## config.mk

```make
export PLATFORM = sky130hd
export DESIGN_NAME = output_port_control_bank
export DESIGN_NICKNAME = d
export VERILOG_FILES = /design/src/common/outport_pkg.sv /design/src/common/single_shot_if.sv /design/src/hw/output_port_control_bank.sv /design/src/hw/single_shot_timer.sv
export SDC_FILE = /design/constraint.sdc
export NUM_CORES = 1
export LEC_CHECK = 0
export ABC_AREA = 0
export BUFFER_PORTS_ARGS = -buffer_cell sky130_fd_sc_hd__buf_2
export CAP_MARGIN = 30
export CELL_PAD_IN_SITES_DETAIL_PLACEMENT = 2
export CELL_PAD_IN_SITES_GLOBAL_PLACEMENT = 2
export CORE_ASPECT_RATIO = 1.2
export CORE_UTILIZATION = 40
export CTS_BUF_LIST = sky130_fd_sc_hd__clkbuf_4 sky130_fd_sc_hd__clkbuf_8
export DETAILED_ROUTE_END_ITERATION = 8
export HOLD_SLACK_MARGIN = 0.1
export PLACE_DENSITY_LB_ADDON = 0.25
export SLEW_MARGIN = 20
export SYNTH_ARGS = -nofsm -noshare
export SYNTH_HDL_FRONTEND = slang
export SYNTH_SLANG_ARGS = --single-unit
```

## constraint.sdc

```tcl
create_clock -name pclk -period 6.43 [get_ports pclk]
set_input_delay 0.3215 -clock pclk [delete_from_list [all_inputs] [get_ports pclk]]
set_output_delay 0.3215 -clock pclk [all_outputs]
set_load 0.1 [all_outputs]
```

## src/common/outport_pkg.sv

```systemverilog
// Constants for the output port control bank
package outport_pkg;
  // Register indices; byte address on APB is four times the index
  localparam logic [15:0] IDX_LCD_OUT_CONFIG = 16'hFF10;
  localparam logic [15:0] IDX_TIMER_OUT_PRESCALE_CONFIG = 16'hFF30;
  localparam logic [15:0] IDX_BUZZER_CTRL = 16'hFF44;
  localparam logic [15:0] IDX_HIZ_CTRL_GROUP = 16'hFF70;
  localparam logic [15:0] IDX_HIZ_CTRL_PORT2 = 16'hFF71;
  localparam logic [15:0] IDX_HIZ_CTRL_PORT3 = 16'hFF72;
  localparam logic [15:0] IDX_OUT_DATA_PORT0 = 16'hFF73;
  localparam logic [15:0] IDX_OUT_DATA_PORT1 = 16'hFF74;
  localparam logic [15:0] IDX_OUT_DATA_PORT2 = 16'hFF75;
  localparam logic [15:0] IDX_OUT_DATA_PORT3 = 16'hFF76;
  localparam logic [15:0] IDX_SPARE_STORAGE_BYTE = 16'hFF77;
  localparam logic [15:0] IDX_OUT_DATA_PORT5 = 16'hFF78;
  localparam int ADDR_W = 18;

  // lcd_out_config fields
  localparam int LCD_SPARE_BIT = 0;
  localparam int LCD_DUTY_BIT = 1;
  localparam int LCD_GLYPH_BIT = 2;
  localparam int LCD_POLARITY_BIT = 3;
  localparam int LCD_LINE_SYNC_BIT = 4;
  // timer_out_prescale_config fields
  localparam int PRESCALER0_SRC_BIT = 0;
  localparam int PRESCALER1_SRC_BIT = 1;
  localparam int TIMER_OUT_EN_BIT = 2;
  localparam int TIMER_OUT_SRC_BIT = 3;
  localparam int TIMER_PAIR_MODE_BIT = 4;
  // buzzer_ctrl fields
  localparam int SOUNDER_EN_BIT = 0;
  localparam int DECAY_EN_BIT = 1;
  localparam int DECAY_RESET_BIT = 2;
  localparam int DECAY_TIME_BIT = 3;
  localparam int SHOT_LENGTH_BIT = 4;
  localparam int SINGLE_SHOT_BIT = 5;
  localparam int SHOT_ABORT_BIT = 6;
  // Float group fields: nibble floats in 3:0, spare in 5:4, port 5 in 7:6
  localparam int FLOAT_SPARE_A_BIT = 4;
  localparam int FLOAT_SPARE_B_BIT = 5;
  localparam int FLOAT_PORT5_BASE = 6;

  // Reset values
  localparam logic [7:0] FLOAT_RST = 8'h00;
  localparam logic [7:0] LEVEL_RST = 8'hFF;
  localparam logic [1:0] PORT5_LEVEL_RST = 2'h2;
  localparam logic [4:0] CONFIG_RST = 5'h00;

  // Flattened pin vector: ports 0..3 in bits 31:0, port 5 in 33:32
  localparam int PIN_COUNT = 34;
  localparam int PORT2_BASE = 16;
  localparam int PORT3_BASE = 24;
  localparam int PORT5_BASE = 32;
  localparam int PIN_LINE_SYNC = 21;
  localparam int PIN_POLARITY = 22;
  localparam int PIN_TIMER_OUT = 23;
  localparam int PIN_SOUNDER = 32;

  // Single-shot lengths
  localparam int CLK_PERIOD_NS = 20;
  localparam int SHOT_SHORT_NS = 31250000;
  localparam int SHOT_LONG_NS = 125000000;
  localparam int SHOT_SHORT_CYCLES = SHOT_SHORT_NS / CLK_PERIOD_NS;
  localparam int SHOT_LONG_CYCLES = SHOT_LONG_NS / CLK_PERIOD_NS;
  localparam int SHOT_CNT_W = 23;
endpackage

```

## src/common/single_shot_if.sv

```systemverilog
// Handshake between the register bank and the single-shot timer
`timescale 1ns/1ps
interface single_shot_if;
  logic start;
  logic stop;
  logic long_sel;
  logic busy;
  modport ctrl (output start, output stop, output long_sel, input busy);
  modport timer (input start, input stop, input long_sel, output busy);
endinterface

```

## src/hw/output_port_control_bank.sv

```systemverilog
// Output port control bank with APB register access
//
// Local design decision: register access over APB.
`timescale 1ns/1ps
//
// Operation
// - Float bit 1 floats its pins; 0 drives them push-pull.
// - All float bits clear at reset, pins start driven.
// - Group byte bits 0-3 float port 0/1 nibbles, low first.
// - Port 2 and 3 float bytes, one bit per pin.
// - Group byte bits 6 and 7 float port 5 pins 0 and 1.
// - Level bit 1 drives high, 0 low; reads back written value.
// - Level bytes for ports 0 to 3 at consecutive indices.
// - Port 5 level bits sit in bits 0 and 1.
// - Reset sets port 5 pin 0 low, all other levels high.
// - Spare float bits and spare byte are plain storage.
// - LCD line sync enable bit, read/write, resets to 0.
// - LCD polarity enable bit, read/write, resets to 0.
// - Duty select: 1 gives 1/16, 0 gives 1/32, resets 0.
// - Fixed 1/8 duty option makes duty writes ignored.
// - Glyph size select: 1 gives 5x5, 0 gives 5x8, resets 0.
// - Timer output source: 1 timer 1, 0 timer 0, resets 0.
// - Prescaler source bits: 1 fast oscillator, 0 slow; reset 0.
// - Writing 1 starts single shot; reads 1 while busy.
// - Writing 1 to the abort bit ends the single shot.
// - Length select: 1 gives 125 ms, 0 gives 31.25 ms.
// - Decay enable held at 0 from the second cycle of a single shot.
// - Start and abort together: abort wins, shot stays idle.
// - Start only while sounder off; retrigger restarts count.
module output_port_control_bank
  import outport_pkg::*;
#(
  parameter int SHOT_SHORT_LEN = SHOT_SHORT_CYCLES,
  parameter int SHOT_LONG_LEN = SHOT_LONG_CYCLES,
  parameter bit FIXED_EIGHTH_DUTY = 1'b0
)
(
  // Clock and reset
  input wire logic pclk,
  input wire logic presetn,
  input wire logic ce,
  // APB slave
  input wire logic psel,
  input wire logic penable,
  input wire logic pwrite,
  input wire logic [ADDR_W-1:0] paddr,
  input wire logic [31:0] pwdata,
  output logic [31:0] prdata,
  output logic pready,
  output logic pslverr,
  // Special signal sources
  input wire logic lcd_line_latch_signal,
  input wire logic lcd_ac_toggle_signal,
  input wire logic timer0_clock_output,
  input wire logic timer1_clock_output,
  input wire logic sound_generator_output,
  // Output pins: level and output enable
  output logic [7:0] port0_level,
  output logic [7:0] port0_oe,
  output logic [7:0] port1_level,
  output logic [7:0] port1_oe,
  output logic [7:0] port2_level,
  output logic [7:0] port2_oe,
  output logic [7:0] port3_level,
  output logic [7:0] port3_oe,
  output logic [1:0] port5_level,
  output logic [1:0] port5_oe,
  // Configuration to neighbouring blocks
  output logic lcd_duty_select,
  output logic lcd_glyph_size_select,
  output logic timer_out_source_select,
  output logic timer_pair_mode,
  output logic prescaler0_source_select,
  output logic prescaler1_source_select,
  output logic decay_enable,
  output logic decay_time_select,
  output logic decay_reset,
  output logic sounder_active
);
  logic [7:0] float_group;
  logic [7:0] float_port2;
  logic [7:0] float_port3;
  logic [7:0] level_port0;
  logic [7:0] level_port1;
  logic [7:0] level_port2;
  logic [7:0] level_port3;
  logic [7:0] spare_storage_bits;
  logic [1:0] port5_pin_level;
  logic [4:0] lcd_cfg;
  logic [4:0] timer_cfg;
  logic sounder_enable;
  logic single_shot_length_select;
  logic [PIN_COUNT-1:0] pin_float;
  logic [PIN_COUNT-1:0] pin_data;
  logic [PIN_COUNT-1:0] next_pin_level;
  logic [PIN_COUNT-1:0] pin_level;
  logic [PIN_COUNT-1:0] pin_oe;
  logic [15:0] reg_index;
  logic access;
  logic write_en;
  logic mapped;
  logic [7:0] next_rdata;
  logic timer_clock_output;

  single_shot_if shot ();

  assign reg_index = paddr[ADDR_W-1:2];
  assign access = psel && penable && pready;
  assign write_en = access && pwrite && mapped;

  // Address decode and read mux
  always_comb
  begin
    mapped = 1'b1;
    next_rdata = 8'h00;
    case (reg_index)
      IDX_LCD_OUT_CONFIG: next_rdata = {3'h0, lcd_cfg};
      IDX_TIMER_OUT_PRESCALE_CONFIG: next_rdata = {3'h0, timer_cfg};
      IDX_BUZZER_CTRL:
      begin
        next_rdata[SINGLE_SHOT_BIT] = shot.busy;
        next_rdata[SHOT_LENGTH_BIT] = single_shot_length_select;
        next_rdata[DECAY_TIME_BIT] = decay_time_select;
        next_rdata[DECAY_EN_BIT] = decay_enable;
        next_rdata[SOUNDER_EN_BIT] = sounder_enable;
      end
      IDX_HIZ_CTRL_GROUP: next_rdata = float_group;
      IDX_HIZ_CTRL_PORT2: next_rdata = float_port2;
      IDX_HIZ_CTRL_PORT3: next_rdata = float_port3;
      IDX_OUT_DATA_PORT0: next_rdata = level_port0;
      IDX_OUT_DATA_PORT1: next_rdata = level_port1;
      IDX_OUT_DATA_PORT2: next_rdata = level_port2;
      IDX_OUT_DATA_PORT3: next_rdata = level_port3;
      IDX_SPARE_STORAGE_BYTE: next_rdata = spare_storage_bits;
      IDX_OUT_DATA_PORT5: next_rdata = {6'h00, port5_pin_level};
      default: mapped = 1'b0;
    endcase
  end

  // APB: one wait state, answer registered
  always_ff @(posedge pclk or negedge presetn)
  begin
    if (!presetn)
    begin
      pready <= 1'b0;
      prdata <= 32'h0000_0000;
      pslverr <= 1'b0;
    end
    else if (ce)
    begin
      pready <= psel && penable && !pready;
      pslverr <= psel && penable && !pready && !mapped;
      if (psel && penable && !pready && !pwrite)
        prdata <= {24'h00_0000, next_rdata};
    end
  end

  // Float controls and pin levels
  always_ff @(posedge pclk or negedge presetn)
  begin
    if (!presetn)
    begin
      float_group <= FLOAT_RST;
      float_port2 <= FLOAT_RST;
      float_port3 <= FLOAT_RST;
      level_port0 <= LEVEL_RST;
      level_port1 <= LEVEL_RST;
      level_port2 <= LEVEL_RST;
      level_port3 <= LEVEL_RST;
      spare_storage_bits <= LEVEL_RST;
      port5_pin_level <= PORT5_LEVEL_RST;
    end
    else if (ce && write_en)
    begin
      case (reg_index)
        IDX_HIZ_CTRL_GROUP: float_group <= pwdata[7:0];
        IDX_HIZ_CTRL_PORT2: float_port2 <= pwdata[7:0];
        IDX_HIZ_CTRL_PORT3: float_port3 <= pwdata[7:0];
        IDX_OUT_DATA_PORT0: level_port0 <= pwdata[7:0];
        IDX_OUT_DATA_PORT1: level_port1 <= pwdata[7:0];
        IDX_OUT_DATA_PORT2: level_port2 <= pwdata[7:0];
        IDX_OUT_DATA_PORT3: level_port3 <= pwdata[7:0];
        IDX_SPARE_STORAGE_BYTE: spare_storage_bits <= pwdata[7:0];
        IDX_OUT_DATA_PORT5: port5_pin_level <= pwdata[1:0];
        default: ;
      endcase
    end
  end

  // LCD and timer configuration
  always_ff @(posedge pclk or negedge presetn)
  begin
    if (!presetn)
    begin
      lcd_cfg <= CONFIG_RST;
      timer_cfg <= CONFIG_RST;
    end
    else if (ce && write_en)
    begin
      if (reg_index == IDX_LCD_OUT_CONFIG)
      begin
        lcd_cfg <= pwdata[4:0];
        if (FIXED_EIGHTH_DUTY)
          lcd_cfg[LCD_DUTY_BIT] <= 1'b0;
      end
      if (reg_index == IDX_TIMER_OUT_PRESCALE_CONFIG)
        timer_cfg <= pwdata[4:0];
    end
  end

  // Sounder control
  always_ff @(posedge pclk or negedge presetn)
  begin
    if (!presetn)
    begin
      sounder_enable <= 1'b0;
      single_shot_length_select <= 1'b0;
      decay_time_select <= 1'b0;
      decay_enable <= 1'b0;
      decay_reset <= 1'b0;
    end
    else if (ce)
    begin
      decay_reset <= write_en && reg_index == IDX_BUZZER_CTRL
        && pwdata[DECAY_RESET_BIT];
      if (write_en && reg_index == IDX_BUZZER_CTRL)
      begin
        sounder_enable <= pwdata[SOUNDER_EN_BIT];
        single_shot_length_select <= pwdata[SHOT_LENGTH_BIT];
        decay_time_select <= pwdata[DECAY_TIME_BIT];
        decay_enable <= pwdata[DECAY_EN_BIT];
      end
      if (shot.busy)
        decay_enable <= 1'b0;
    end
  end

  assign shot.start = write_en && reg_index == IDX_BUZZER_CTRL
    && pwdata[SINGLE_SHOT_BIT] && !sounder_enable;
  assign shot.stop = write_en && reg_index == IDX_BUZZER_CTRL
    && pwdata[SHOT_ABORT_BIT];
  assign shot.long_sel = pwdata[SHOT_LENGTH_BIT];

  single_shot_timer #(
    .SHORT_CYCLES(SHOT_SHORT_LEN),
    .LONG_CYCLES(SHOT_LONG_LEN)
  ) u_shot (
    .pclk(pclk),
    .presetn(presetn),
    .ce(ce),
    .shot(shot)
  );

  // Per-pin float select and level
  assign pin_data = {port5_pin_level, level_port3, level_port2,
    level_port1, level_port0};
  genvar i;
  generate
    for (i = 0; i < PIN_COUNT; i++)
    begin : g_pin
      if (i < PORT2_BASE)
      begin : g_nib
        assign pin_float[i] = float_group[i / 4];
      end
      else if (i < PORT3_BASE)
      begin : g_p2
        assign pin_float[i] = float_port2[i - PORT2_BASE];
      end
      else if (i < PORT5_BASE)
      begin : g_p3
        assign pin_float[i] = float_port3[i - PORT3_BASE];
      end
      else
      begin : g_p5
        assign pin_float[i] =
          float_group[FLOAT_PORT5_BASE + i - PORT5_BASE];
      end
    end
  endgenerate

  assign timer_clock_output = timer_cfg[TIMER_OUT_SRC_BIT] ?
    timer1_clock_output : timer0_clock_output;

  // Special outputs replace the level bit while enabled
  always_comb
  begin
    next_pin_level = pin_data;
    if (lcd_cfg[LCD_LINE_SYNC_BIT])
      next_pin_level[PIN_LINE_SYNC] = lcd_line_latch_signal;
    if (lcd_cfg[LCD_POLARITY_BIT])
      next_pin_level[PIN_POLARITY] = lcd_ac_toggle_signal;
    if (timer_cfg[TIMER_OUT_EN_BIT])
      next_pin_level[PIN_TIMER_OUT] = timer_clock_output;
    if (sounder_enable || shot.busy)
      next_pin_level[PIN_SOUNDER] = sound_generator_output;
  end

  always_ff @(posedge pclk or negedge presetn)
  begin
    if (!presetn)
    begin
      pin_level <= {PORT5_LEVEL_RST, {4{LEVEL_RST}}};
      pin_oe <= '1;
      sounder_active <= 1'b0;
    end
    else if (ce)
    begin
      pin_level <= next_pin_level;
      pin_oe <= ~pin_float;
      sounder_active <= sounder_enable || shot.busy;
    end
  end

  assign port0_level = pin_level[7:0];
  assign port1_level = pin_level[15:8];
  assign port2_level = pin_level[23:16];
  assign port3_level = pin_level[31:24];
  assign port5_level = pin_level[33:32];
  assign port0_oe = pin_oe[7:0];
  assign port1_oe = pin_oe[15:8];
  assign port2_oe = pin_oe[23:16];
  assign port3_oe = pin_oe[31:24];
  assign port5_oe = pin_oe[33:32];
  assign lcd_duty_select = lcd_cfg[LCD_DUTY_BIT];
  assign lcd_glyph_size_select = lcd_cfg[LCD_GLYPH_BIT];
  assign timer_out_source_select = timer_cfg[TIMER_OUT_SRC_BIT];
  assign timer_pair_mode = timer_cfg[TIMER_PAIR_MODE_BIT];
  assign prescaler0_source_select = timer_cfg[PRESCALER0_SRC_BIT];
  assign prescaler1_source_select = timer_cfg[PRESCALER1_SRC_BIT];
endmodule

```

## src/hw/single_shot_timer.sv

```systemverilog
// Single-shot sounder duration timer
`timescale 1ns/1ps
module single_shot_timer
  import outport_pkg::*;
#(
  parameter int SHORT_CYCLES = SHOT_SHORT_CYCLES,
  parameter int LONG_CYCLES = SHOT_LONG_CYCLES
)
(
  // Clock and reset
  input wire logic pclk,
  input wire logic presetn,
  input wire logic ce,
  // Control
  single_shot_if.timer shot
);
  localparam logic [SHOT_CNT_W-1:0] SHORT_LOAD =
    SHOT_CNT_W'(SHORT_CYCLES);
  localparam logic [SHOT_CNT_W-1:0] LONG_LOAD =
    SHOT_CNT_W'(LONG_CYCLES);
  localparam logic [SHOT_CNT_W-1:0] CNT_ONE = SHOT_CNT_W'(1);

  logic [SHOT_CNT_W-1:0] remaining;
  logic busy;

  assign shot.busy = busy;

  always_ff @(posedge pclk or negedge presetn)
  begin
    if (!presetn)
    begin
      busy <= 1'b0;
      remaining <= '0;
    end
    else if (ce)
    begin
      if (shot.stop)
      begin
        busy <= 1'b0;
        remaining <= '0;
      end
      else if (shot.start)
      begin
        busy <= 1'b1;
        remaining <= shot.long_sel ? LONG_LOAD : SHORT_LOAD;
      end
      else if (busy)
      begin
        if (remaining == CNT_ONE)
          busy <= 1'b0;
        remaining <= remaining - CNT_ONE;
      end
    end
  end
endmodule

```

After elaboration in Yosys (flattened, before gate mapping):

Index checks and enable logic that the tools add are counted.

* bits in registers: 184
* input bits: 61
* word-level logic and storage cells: 95

* bitwise gates (word level): 1
* eq/ne operators: 13
* reduce and logical (&&, ||, !) cells: 36
* multiplexer cells: 20
* add/subtract/negate cells: 1

Operators by type and width (number)
* 16-bit == test, second input constant: 12
* 23-bit two-way mux: 4
* 34-bit inverter: 1
* 3-bit one-hot mux with 11 select lines: 1
* 2-bit AND reduction: 15
* 2-bit one-hot mux with 12 select lines: 1
* 23-bit by 1-bit == test with 1-bit output, second input constant: 1
* 23-bit by 1-bit subtractor with 23-bit output, second input constant: 1
* 2-bit one-hot mux with 8 select lines: 1
* 1-bit logical AND: 13
* 1-bit two-way mux: 12
* 12-bit OR reduction: 1
* 1-bit one-hot mux with 10 select lines: 1
* 1-bit zero test: 4
* 3-bit nonzero test: 1
* 2-bit nonzero test: 1
* 1-bit logical OR: 1

Depth between registers and ports, before layout:

Gate-level depths: netlist of run 1.

* depth after elaboration: 9
* mapped depth: 8

Cells and area by module:

Synthesis of run 1 repeated with hierarchy kept, for this count alone.

* cells, all modules: 719
* area, all modules: 8615.8 µm²

By module, submodules not included
* output_port_control_bank: cells each 545, area each 7068.0 µm², seq. area each 3823.7 µm², times used 1
* single_shot_timer: cells each 174, area each 1547.7 µm², seq. area each 600.6 µm², times used 1

Least setup slack after synthesis of run 1:

No wires, ideal clock.

* path type: register to register
* start: register pready
* end: register level_port1[5]
* clock period less this slack: 2.855 ns
* path slack: 3.575 ns
* data arrival time: 2.773 ns
* cell stages (with the launch flop): 7
* path buffers: 1
* library setup time: 0.082 ns
* cells stage by stage: dfrtp_1 and4_1 nand2_1 or4_1 clkbuf_1 nor3_2 mux2_2

* word-level cells in the longest chain between the ends: 5

Ends and longest elaborated chain
* from (decl): line output_port_control_bank.sv:49 `output logic pready,`
* from (signal assigned): line output_port_control_bank.sv:151 `pready <= psel && penable && !pready;`
* 1-bit logical AND: line output_port_control_bank.sv:108 `assign access = psel && penable && pready;`
* 1-bit logical AND (2 in series): line output_port_control_bank.sv:109 `assign write_en = access && pwrite && mapped;`
* 1-bit logical AND: line output_port_control_bank.sv:173 `else if (ce && write_en)`
* 2-bit AND reduction (no line)
* to (signal assigned): line output_port_control_bank.sv:180 `IDX_OUT_DATA_PORT1: level_port1 <= pwdata[7:0];`
* to (decl): line output_port_control_bank.sv:84 `logic [7:0] level_port1;`

Every way passes these cells.
A chain may end at the register's enable or synchronous reset.

Final worst setup path of run 1:

* start: register u_shot.remaining[0]
* end: register u_shot.remaining[18]

* word-level cells in the longest chain between the ends: 4

Ends and longest elaborated chain
* from (decl): line single_shot_timer.sv:23 `logic [SHOT_CNT_W-1:0] remaining;`
* from (signal assigned): line single_shot_timer.sv:45 `remaining <= shot.long_sel ? LONG_LOAD : SHORT_LOAD;`
* from (signal assigned): line single_shot_timer.sv:51 `remaining <= remaining - CNT_ONE;`
* 23-bit by 1-bit subtractor with 23-bit output: line single_shot_timer.sv:51
* 23-bit two-way mux: line single_shot_timer.sv:47 `else if (busy)`
* 23-bit two-way mux: line single_shot_timer.sv:42 `else if (shot.start)`
* 23-bit two-way mux: line single_shot_timer.sv:37 `if (shot.stop)`

Every way passes these cells. The select of a mux whose other input is x is not followed.

==> impl_results.md, run 1 <==
* Pwr/cell area at around 270 nW/um^2
* CTS Buf Count at 17
* Final hold violations at 0
* Power Total at 2.549 mW
* Yosys synthesis warning count at 0
* Initial drt markers at between 300 and 400
* Final #Nets at roughly 860
* Filler cells at 2102
* Largest cells by area after synthesis: dfstp_2 (30%), dfrtp_1 (23%), mux2_2 (16%), buf_4 (3.2%), o21ai_0 (2.5%)
* Critical Path Source Type: register
* Share of layout cells above drive strength 1 at 0.4870
* Post-layout min period at between 3 and 4 ns
* Post-synth top area share at 0.3017
* Hold Path Depth at 3
* Core Util, Final at 0.4638
* Avg Synthesized Cell Area at 12.08 sq um
* Final ANT Viol Nets at 0
* Clock-pin slew on the worst setup and hold paths at roughly 0.10 ns
* GP Congestion at roughly 0.8
* Status: finished clean
* CP Capture Type: register
* # H-tree levels at 4
* Via count of the routed design at slightly above 6000
* Most frequent cells in the layout: buf_2 (121), mux2_2 (116), dfstp_2 (96), dfrtp_1 (76), nand2_1 (42)
* FF-to-FF setup slack at about 3.4 ns
* Die span in y at between 150 and 200 microns
* Leak at between 4 and 5 nW
* Slowest stage cell, crit path: nor3b_1
* Critical Path AT at between 3 and 4 ns
* First-pass GRT wire length at between 40000 and 50000 microns
* GRT overflow at 0
* VDD IR max at between 100 and 150 uV
* Post-DP Area at roughly 9000 sq um
* Crit-path max FO at 9
* Synth Flop Type: dfstp_2
* Starting density of the core at 0.4099
* HPWL after DPL at between 15000 and 20000 microns
* Setup CP Type: reg -> reg
* Post-route non-filler standard cell count at approximately 1100
* Worst Path Buf+Inv at 1
* Via density at ~5.7
* Vias in the first global route at just under 7000
* DR WL/cell at between 20 and 25 microns
* CP Data Required Time at approximately 6.8 ns
* Crit-path leading delay family: simple AND/OR/NAND/NOR gates
* Inserted Diodes at 0
* Port bufs at around 120
* CTS tree: built
* Post-synth EDFFs at 0
* End of the worst register-to-register path: u_shot.remaining[18]$_DFFE_PN0P_
* Worst hold start: lcd_line_latch_signal
* Layout Skew at around 0.017 ns
* Max clock buf depth at 2
* Sequential-to-total area share from yosys stat at 0.5291
* Chip width at between 100 and 150 microns
* Mapped cell area at around 8400 sq um
* Post-Synthesis Cells at 692
* Netlist cell types at 65
* Inst Count DP at 1036
* Hold endpoint: pin_level[21]$_DFFE_PN1P_
* Worst path max stage delay at around 0.66 ns
* Overall Global Routing Usage at 0.2492
* CTS sink count at 172
* Tightest Pin Transition at about 0.94 ns
* Largest net degree at the start of global routing at 100
* DRC Markers at 0
* Leading cell type in the layout, fill and taps excluded: buf_2
* Initial antenna violation count at 0
* Final instance area at 9460 sq um
* Tcrit/Tclk final at 0.4739
* CP Cell Sequence: inv_1 -> ha_1 -> nor3b_1 -> nand4_1 -> or4_1 -> a211oi_1 -> a211o_1
* Die area at between 20000 and 25000 sq um
* Yosys top cell by area: dfstp_2
* Worst Reg2Reg Path Length in Cells at 7
* Detailed Routing Iterations Pass 1 at 4
* R2r startpoint: u_shot.remaining[0]$_DFFE_PN0P_
* Final wirelength at 25700 microns
* FFs w/ async S/R, synth at 1.000
* RSZ-0062 raised after global routing: false
* Core box area at about 20000 sq um
* Rel. slew slack at 0.3697
* # resized after CTS at 0
* P&R area growth vs syn at 13.14%
* I/O pin count at roughly 170
* TNS Setup at 0 ns
* #FFs+latches synth at ~170
* Fmax at roughly 330 MHz
* Max-cap check violation count at 0
* Worst-skew pair later-pin latency at ~0.47 ns
* Final setup fails at 0
* Root Driver: clkbuf_8
* Site Rows at 57
* Hold Path Class: in -> reg
* Slew Limit Fails at 0
[through the flow]
step                      hold WS [ns]  setup WS (ns)
after CTS                       0.1223          3.469
final                           0.1615          3.383
after global routing            0.1320          3.181
after global placement          0.4376          3.172
after floorplan                0.02591          3.575
after detailed placement        0.4550          3.028
[layout make-up]
| class | count | area [sq um] | area share |
|---|---|---|---|
| Timing Repair Buffer | 129 | 709.4 | 0.07499 |
| Sequential cell | 172 | 4424 | 0.4677 |
| Tap cell | 265 | 331.6 | 0.03505 |
| Clock inverter | 13 | 131.4 | 0.01389 |
| Clock buffer | 19 | 255.2 | 0.02698 |
| Inverter | 15 | 56.30 | 0.005952 |
| Multi-Input combinational cell | 459 | 3552 | 0.3755 |
[synthesized netlist by cell type, types with 7 or more instances]
master     number
buf_1           7
inv_1          14
a21oi_1        15
mux2i_1        20
mux2_2        116
nor3_1         18
mux4_2          8
nor2_1         29
clkbuf_1       19
dfrtp_1        76
nand3_1         7
dfstp_2        96
buf_4          36
nand4_1         9
o21ai_0        41
nor4_1          9
nand2_1        42
or3_1          10
o2bb2ai_1       7
[worst max-delay path by stage]
| stage | start | endpoint | cells past startpoint |
|---|---|---|---|
| after global routing | u_shot.remaining[0]$_DFFE_PN0P_ | u_shot.remaining[18]$_DFFE_PN0P_ | 7 |
| after floorplan | pready$_DFFE_PN0P_ | level_port1[5]$_DFFE_PN1P_ | 6 |
| final | u_shot.remaining[0]$_DFFE_PN0P_ | u_shot.remaining[18]$_DFFE_PN0P_ | 7 |
| after CTS | u_shot.remaining[1]$_DFFE_PN0P_ | u_shot.remaining[18]$_DFFE_PN0P_ | 7 |
| after global placement | paddr[4] | u_shot.remaining[12]$_DFFE_PN0P_ | 6 |
| after detailed placement | ce | level_port1[6]$_DFFE_PN1P_ | 6 |
[worst min-delay path, cell delays in order]
cell,delay [ns]
buf_2,0.10
mux2i_1,0.13
a21oi_1,0.08
[state kept, by name, summed over array words and instances (netlist names), 2 cells and up]
register and flops:
pin_level 34, u_shot.remaining 23, pin_oe 22, float_group 8, float_port2 8, float_port3 8
level_port0 8, level_port1 8, level_port2 8, level_port3 8, prdata 8, spare_storage_bits 8
lcd_cfg 5, timer_cfg 5, port5_pin_level 2
[per-layer routing]
layer	track usage	vias up	wire length, microns
met5	0	-	0
li1	-	2697	-
met3	0.03946	36	914
met2	0.4538	151	14100
met4	0.09091	0	603
met1	0.2925	3232	10080
[timing repair]
action                    4_1_cts  5_1_grt
hold buffers                    1        0
setup buffers                   0        0
hold endpoints to repair       53        0
[cell families (layout without fill, tap and decap cells)]
family / after synthesis / in the layout / share of synthesized area
compound gates: 130 / 130 / 0.1089
fa+ha+maj: 2 / 2 / 0.002992
buf+inv: 84 / 176 / 0.05641
flops: 172 / 172 / 0.5291
mux: 144 / 144 / 0.2017
other cells: 1 / 24 / 0.0004485
simple gates: 159 / 159 / 0.1004
[report_power, final]
group          leakage (nW)  internal [mW]  switching [mW]  total [mW]
clock                 0.202          0.330           0.422       0.752
combinational          2.09          0.131           0.413       0.545
sequential             2.01           1.16          0.0907        1.25
(Power assumes the default switching activity.)
==> inputs of run 2 (changes only) <==
--- a/config.mk
+++ b/config.mk
@@ -5,13 +5,13 @@
 export SDC_FILE = /design/constraint.sdc
 export NUM_CORES = 1
 export LEC_CHECK = 0
-export ABC_AREA = 0
+export ABC_AREA = 1
 export BUFFER_PORTS_ARGS = -buffer_cell sky130_fd_sc_hd__buf_2
 export CAP_MARGIN = 30
 export CELL_PAD_IN_SITES_DETAIL_PLACEMENT = 2
 export CELL_PAD_IN_SITES_GLOBAL_PLACEMENT = 2
 export CORE_ASPECT_RATIO = 1.2
-export CORE_UTILIZATION = 40
+export CORE_UTILIZATION = 30
 export CTS_BUF_LIST = sky130_fd_sc_hd__clkbuf_4 sky130_fd_sc_hd__clkbuf_8
 export DETAILED_ROUTE_END_ITERATION = 8
 export HOLD_SLACK_MARGIN = 0.1
==> constraint.sdc (replaced) <==
create_clock -name pclk -period 2.5 [get_ports pclk]
set_input_delay 0.125 -clock pclk [delete_from_list [all_inputs] [get_ports pclk]]
set_output_delay 0.125 -clock pclk [all_outputs]
set_load 0.1 [all_outputs]
==> impl_results.md, run 2 <==
* Critical Path AT at approximately 2.6 ns
* Hold_buf cts at 19
* Die span in y at about 190 microns
* Initial drt markers at around 260
* Leak at just over 5 nW
* Netlist cell types at 45
* Tightest Pin Transition at roughly 0.94 ns
* Layout Skew at between 0.015 and 0.02 ns
* FFs w/ async S/R, synth at 1.000
* Max clock buf depth at 2
* Pre-CTS WS at about 0.2 ns
* Inserted Diodes at 0
* Rel. slew slack at 0.3665
* Largest Register: pin_level
* RSZ-0062 raised after global routing: false
* DRC Markers at 0
* CP Capture Type: register
* CTS sink count at roughly 170
* CTS Buf Count at 17
* HPWL after DPL at a little over 20000 microns
* First-pass GRT wire length at around 45000 microns
* # resized after CTS at 0
* Setup CP Type: reg -> reg
* Max-cap check violation count at 0
* Post-synth EDFFs at 0
* Fmax at around 450 MHz
* Crit-path max FO at 4
* Filler cells at about 3200
* VDD IR max at 319.6 uV
* Critical Path Source Type: register
* Starting density of the core at 0.3048
* Post-DP Area at 9376 sq um
* Avg Synthesized Cell Area at 8.476 sq um
* Final wirelength at 28010 microns
* Final #Nets at between 1000 and 1500
* # H-tree levels at 4
* GRT overflow at 0
* Root Driver: clkbuf_8
* CTS tree: built
* Final hold violations at 0
* Hold Path Class: in -> async
* Pwr/cell area at 696.2 nW/um^2
* P&R area growth vs syn at 16.91%
* Port bufs at roughly 120
* Via count of the routed design at slightly above 7000
* Most frequent cells in the layout: nand2_1 (285), o21ai_0 (134), buf_2 (121), dfstp_2 (96), inv_1 (95)
* Setup ws final at between 0.2 and 0.3 ns
* Initial antenna violation count at 0
* Multiplexer area fraction after synthesis at 0
* Leading cell type in the layout, fill and taps excluded: nand2_1
* Post-synth top area share at 0.2964
* Yosys top cell by area: dfstp_2
* Mapped cell area at roughly 8500 sq um
* Site Rows at 67
* Final ANT Viol Nets at 0
* Share of layout cells above drive strength 1 at 0.2672
* Status: finished clean
* I/O pin count at approximately 170
* Complex-gate fraction of the synthesized area at 0.1319
* TNS Setup at 0 ns
* Post-CTS Repair Setup Buffers at 0
* Final setup fails at 0
* Simple-Gate Fraction of Synth Area at 0.2231
* Largest family of logic cells by synthesized area: simple AND/OR/NAND/NOR gates
* Post-synthesis xor/xnor area fraction at 0.01441
* Max FFs per register at 34
* Chip width at roughly 160 microns
* Post-Synthesis Cells at 1004
* Count leader, synth: nand2_1
* Largest cells by area after synthesis: dfstp_2 (30%), dfrtp_1 (22%), nand2_1 (13%), o21ai_0 (7.9%), inv_1 (4.2%)
* Core box area at roughly 28000 sq um
* Synth Area in Adders at 0.002941
* Clock-pin slew on the worst setup and hold paths at roughly 0.10 ns
* Synth Flop Type: dfstp_2
* Largest registers: pin_level: 34 flops, u_shot.remaining: 23 flops, pin_oe: 22 flops
* Overall Global Routing Usage at 0.2047
* Slew Limit Fails at 0
* Via density at approximately 4.7
* CP Data Required Time at 2.87 ns
* #FFs+latches synth at 172
* Die area at around 29000 sq um
* Detailed Routing Iterations Pass 1 at 4
* Tcrit/Tclk final at 0.8893
* Sequential-to-total area share from yosys stat at 0.5199
* Synth cell count leaders: nand2_1 (285), o21ai_0 (134), dfstp_2 (96), inv_1 (96), dfrtp_1 (76)
* GP Congestion at 0.7623
* Yosys synthesis warning count at 0
* Largest net degree at the start of global routing at 110
* Inst Count DP at approximately 1500
* Worst-skew pair later-pin latency at 0.49 ns
* Post-route non-filler standard cell count at 1524
* Post-layout min period at 2.223 ns
* Final instance area at 9948 sq um
* Vias in the first global route at approximately 7800
* DR WL/cell at between 15 and 20 microns
## run 2: changes by cell type after synthesis, sizes merged, moves of 20 or more
cell	change
nor2	+47
nand2	+251
mux2i	-20
o22ai	+23
nand3	+22
mux2	-116
inv	+86
o21ai	+122
## run 2: report_power, final
| part | total, mW | internal, mW | switching, mW |
|---|---|---|---|
| registers | 3.22 | 3.00 | 0.217 |
| logic | 1.72 | 0.493 | 1.22 |
| clock network | 1.99 | 0.838 | 1.15 |
| total | 6.93 | 4.33 | 2.59 |
## run 2: path summary, 6_finish.rpt
kind | end | slack (ns) | startpoint | cells past startpoint
hold reg to reg | pin_oe[16]$_DFFE_PN1P_ | 0.44 | float_port2[0]$_DFFE_PN0P_ | 1
setup / recovery | u_shot.remaining[21]$_DFFE_PN0P_ | 0.28 | u_shot.remaining[2]$_DFFE_PN0P_ | 9
min in group pclk | prdata[4]$_DFFE_PN0P_ | 0.23 | psel | 6
setup reg to reg | u_shot.remaining[21]$_DFFE_PN0P_ | 0.28 | u_shot.remaining[2]$_DFFE_PN0P_ | 9
hold / removal | prdata[5]$_DFFE_PN0P_ | 0.18 | presetn | 2
max in group asynchronous | pin_oe[11]$_DFFE_PN1P_ | 1.55 | presetn | 3
## run 2: layout make-up
type / instances / area, sq um / share of cell area
sequential: 172 / 4424 / 0.4447
multi-input combinational: 674 / 3258 / 0.3275
timing repair buffer: 164 / 1017 / 0.1023
tap: 379 / 474.2 / 0.04767
inverter: 103 / 392.9 / 0.03949
clock buffer: 22 / 302.8 / 0.03044
clock inverter: 10 / 78.83 / 0.007924
## run 2: logic make-up after synthesis
| kind of cell | after synthesis |
|---|---|
| XOR/XNOR | 14 |
| flip-flops | 172 |
| AO/OA/AOI/OAI | 209 |
| AND/OR/NAND/NOR | 425 |
| buffers and inverters | 181 |
| adder cells (fa/ha/maj) | 2 |
| other | 1 |
## run 2: worst max-delay path, stage by stage, from the launching register on
cell and delay (ns):
dfrtp_1 0.44, nor2_1 0.10, nand2_1 0.08, nor3_1 0.36, nand2_1 0.24, nor2_1 0.26
nand2_1 0.15, nor3_1 0.21, xnor2_1 0.15, o21ai_1 0.10
## run 2: per-stage QoR
step                      hold slack (ns)  power, mW  utilization
after floorplan                   -0.1706      4.563            -
after global placement             0.1558      4.910       0.3359
after detailed placement           0.1556      4.980       0.3359
after CTS                          0.1818      7.024       0.3564
after global routing               0.2022      7.355       0.3564
final                              0.1794      6.926       0.3564
## run 2: metal layers
| layer | wire, microns | GRT usage | vias up |
|---|---|---|---|
| met5 | 0 | 0 | - |
| met4 | 419 | 0.05618 | 0 |
| met3 | 803 | 0.03089 | 23 |
| met2 | 14260 | 0.3589 | 120 |
| met1 | 12530 | 0.2593 | 3658 |
| li1 | - | - | 3417 |
==> inputs of run 3 (changes only) <==
--- a/config.mk
+++ b/config.mk
@@ -15,7 +15,7 @@
 export CTS_BUF_LIST = sky130_fd_sc_hd__clkbuf_4 sky130_fd_sc_hd__clkbuf_8
 export DETAILED_ROUTE_END_ITERATION = 8
 export HOLD_SLACK_MARGIN = 0.1
-export PLACE_DENSITY_LB_ADDON = 0.25
+export PLACE_DENSITY = 0.82
 export SLEW_MARGIN = 20
 export SYNTH_ARGS = -nofsm -noshare
 export SYNTH_HDL_FRONTEND = slang
==> impl_results.md, run 3 (synthesis gave the netlist of run 2 again) <==
* End of the worst register-to-register path: u_shot.remaining[21]$_DFFE_PN0P_
* Hold endpoint: prdata[5]$_DFFE_PN0P_
* Starting density of the core at 0.3048
* Max FFs per register at 34
* Critical Path AT at ~2.6 ns
* Chip width at 155.7 microns
* Filler cells at around 3200
* R2r startpoint: u_shot.remaining[0]$_DFFE_PN0P_
* Port bufs at 122
* Die area at about 29000 sq um
* Met3 WL at 1170 microns
* Final setup fails at 0
* Pre-CTS WS at between 0.1 and 0.15 ns
* CP Data Required Time at approximately 2.9 ns
* GRT overflow at 0
* TNS Setup at 0 ns
* DR WL/cell at 18.55 microns
* Via count of the routed design at between 7000 and 8000
* Hold Path Class: in -> reg
* Clock-pin slew on the worst setup and hold paths at around 0.10 ns
* Site Rows at 67
* RSZ-0062 raised after global routing: false
* Largest registers: pin_level: 34 flops, u_shot.remaining: 23 flops, pin_oe: 22 flops
* First-pass GRT wire length at ~45000 microns
* Worst Reg2Reg Path Length in Cells at 9
* Layout Skew at ~0.017 ns
* VDD IR max at around 300 uV
* Final hold slack at about 0.23 ns
* Setup ws final at 0.2993 ns
* # H-tree levels at 4
* Power Total at just over 7 mW
* Die span in y at approximately 190 microns
* Final wirelength at 28260 microns
* CTS Buf Count at 17
* DRC Markers at 0
* CTS sink count at ~170
* Final #Nets at 1194
* Post-layout min period at about 2.2 ns
* Initial antenna violation count at 1
* Root Driver: clkbuf_8
* Final hold violations at 0
* Max-cap check violation count at 0
* Fmax at roughly 450 MHz
* Worst-skew pair later-pin latency at approximately 0.48 ns
* Tcrit/Tclk final at 0.8803
* Critical Path Source Type: register
* Pwr/cell area at roughly 710 nW/um^2
* Post-CTS Repair Setup Buffers at 0
* Register area at between 4000 and 5000 sq um
* Largest Register: pin_level
* Rel. slew slack at 0.6054
* Setup CP Type: reg -> reg
* Vias in the first global route at just over 8000
* I/O pin count at around 170
* Worst hold start: psel
* Max clock buf depth at 2
* HPWL after DPL at 19920 microns
* Leading cell type in the layout, fill and taps excluded: nand2_1
* Share of layout cells above drive strength 1 at 0.2649
* Hold Path Depth at 6
* Tightest Pin Transition at 0.5918 ns
* Core Util, Final at 0.3574
* Most frequent cells in the layout: nand2_1 (285), o21ai_0 (134), buf_2 (122), dfstp_2 (96), inv_1 (95)
* GP Congestion at ~0.81
* P&R area growth vs syn at 17.23%
* Largest net degree at the start of global routing at 110
* CP Capture Type: register
* Via density at roughly 4.8
* Met2 WL post-DR at ~14000 microns
* FF-to-FF setup slack at ~0.3 ns
* Initial drt markers at around 290
* Area of the multi-input gates at about 3300 sq um
* Overall Global Routing Usage at 0.2029
* Leak at between 5 and 6 nW
* Top Layer Used: met4
* Crit-path max FO at 4
* Slew Limit Fails at 0
* Core box area at between 20000 and 30000 sq um
* Final ANT Viol Nets at 0
* Inserted Diodes at 0
* CTS tree: built
* M1 wire length at 11950 microns
* Detailed Routing Iterations Pass 1 at 4
* Status: finished clean
-- run 3: layer usage --
metal,GRT usage,vias to the layer above
met1,0.2402,3710
met2,0.3510,160
met4,0.09163,0
met3,0.04134,53
li1,-,3419
met5,0,-
-- run 3: timing repair --
| action | CTS | global route |
|---|---|---|
| gates resized for setup | 0 | 0 |
| hold buffers | 21 | 0 |
| hold endpoints to repair | 139 | 0 |
| endpoints found under the setup margin | 0 | 0 |
-- run 3: power by group --
group | leakage, nW | total [mW] | switching (mW) | internal [mW]
logic | 3.00 | 1.73 | 1.24 | 0.487
registers | 1.92 | 3.22 | 0.221 | 3.00
clock network | 0.215 | 2.16 | 1.13 | 1.02
-- run 3: area by class of cell --
cell class | count | area share
tap | 379 | 0.04754
clock buffer | 18 | 0.02421
multi-input combinational | 674 | 0.3266
inverter | 103 | 0.03926
clock inverter | 14 | 0.01869
timing repair buffer | 163 | 0.1002
sequential | 172 | 0.4435
-- run 3: per-stage QoR --
stage	instance area, sq um	cells
2_1_floorplan	8596	1027
3_3_place_gp	9333	1469
3_5_place_dp	9333	1469
4_1_cts	9971	1522
5_1_grt	9976	1523
6_report	9976	1523
-- run 3: worst max path at each step --
stage | from | to | cells past startpoint | slack [ns]
finish | u_shot.remaining[0]$_DFFE_PN0P_ | u_shot.remaining[21]$_DFFE_PN0P_ | 9 | 0.30
global route | u_shot.remaining[2]$_DFFE_PN0P_ | u_shot.remaining[21]$_DFFE_PN0P_ | 9 | 0.04
CTS | u_shot.remaining[2]$_DFFE_PN0P_ | u_shot.remaining[21]$_DFFE_PN0P_ | 9 | 0.26
detailed placement | paddr[4] | u_shot.shot.busy$_DFFE_PN0P_ | 13 | 0.11
global placement | paddr[5] | u_shot.remaining[9]$_DFFE_PN0P_ | 13 | 0.23
floorplan | pready$_DFFE_PN0P_ | u_shot.remaining[4]$_DFFE_PN0P_ | 8 | 0.19
-- run 3: critical path: stages (launching register included) --
cell	delay, ns
dfrtp_1	0.42
inv_1	0.11
nand2_1	0.09
nor3_1	0.35
nand2_1	0.25
nor2_1	0.25
nand2_1	0.16
nor3_1	0.21
xnor2_1	0.14
o21ai_1	0.09
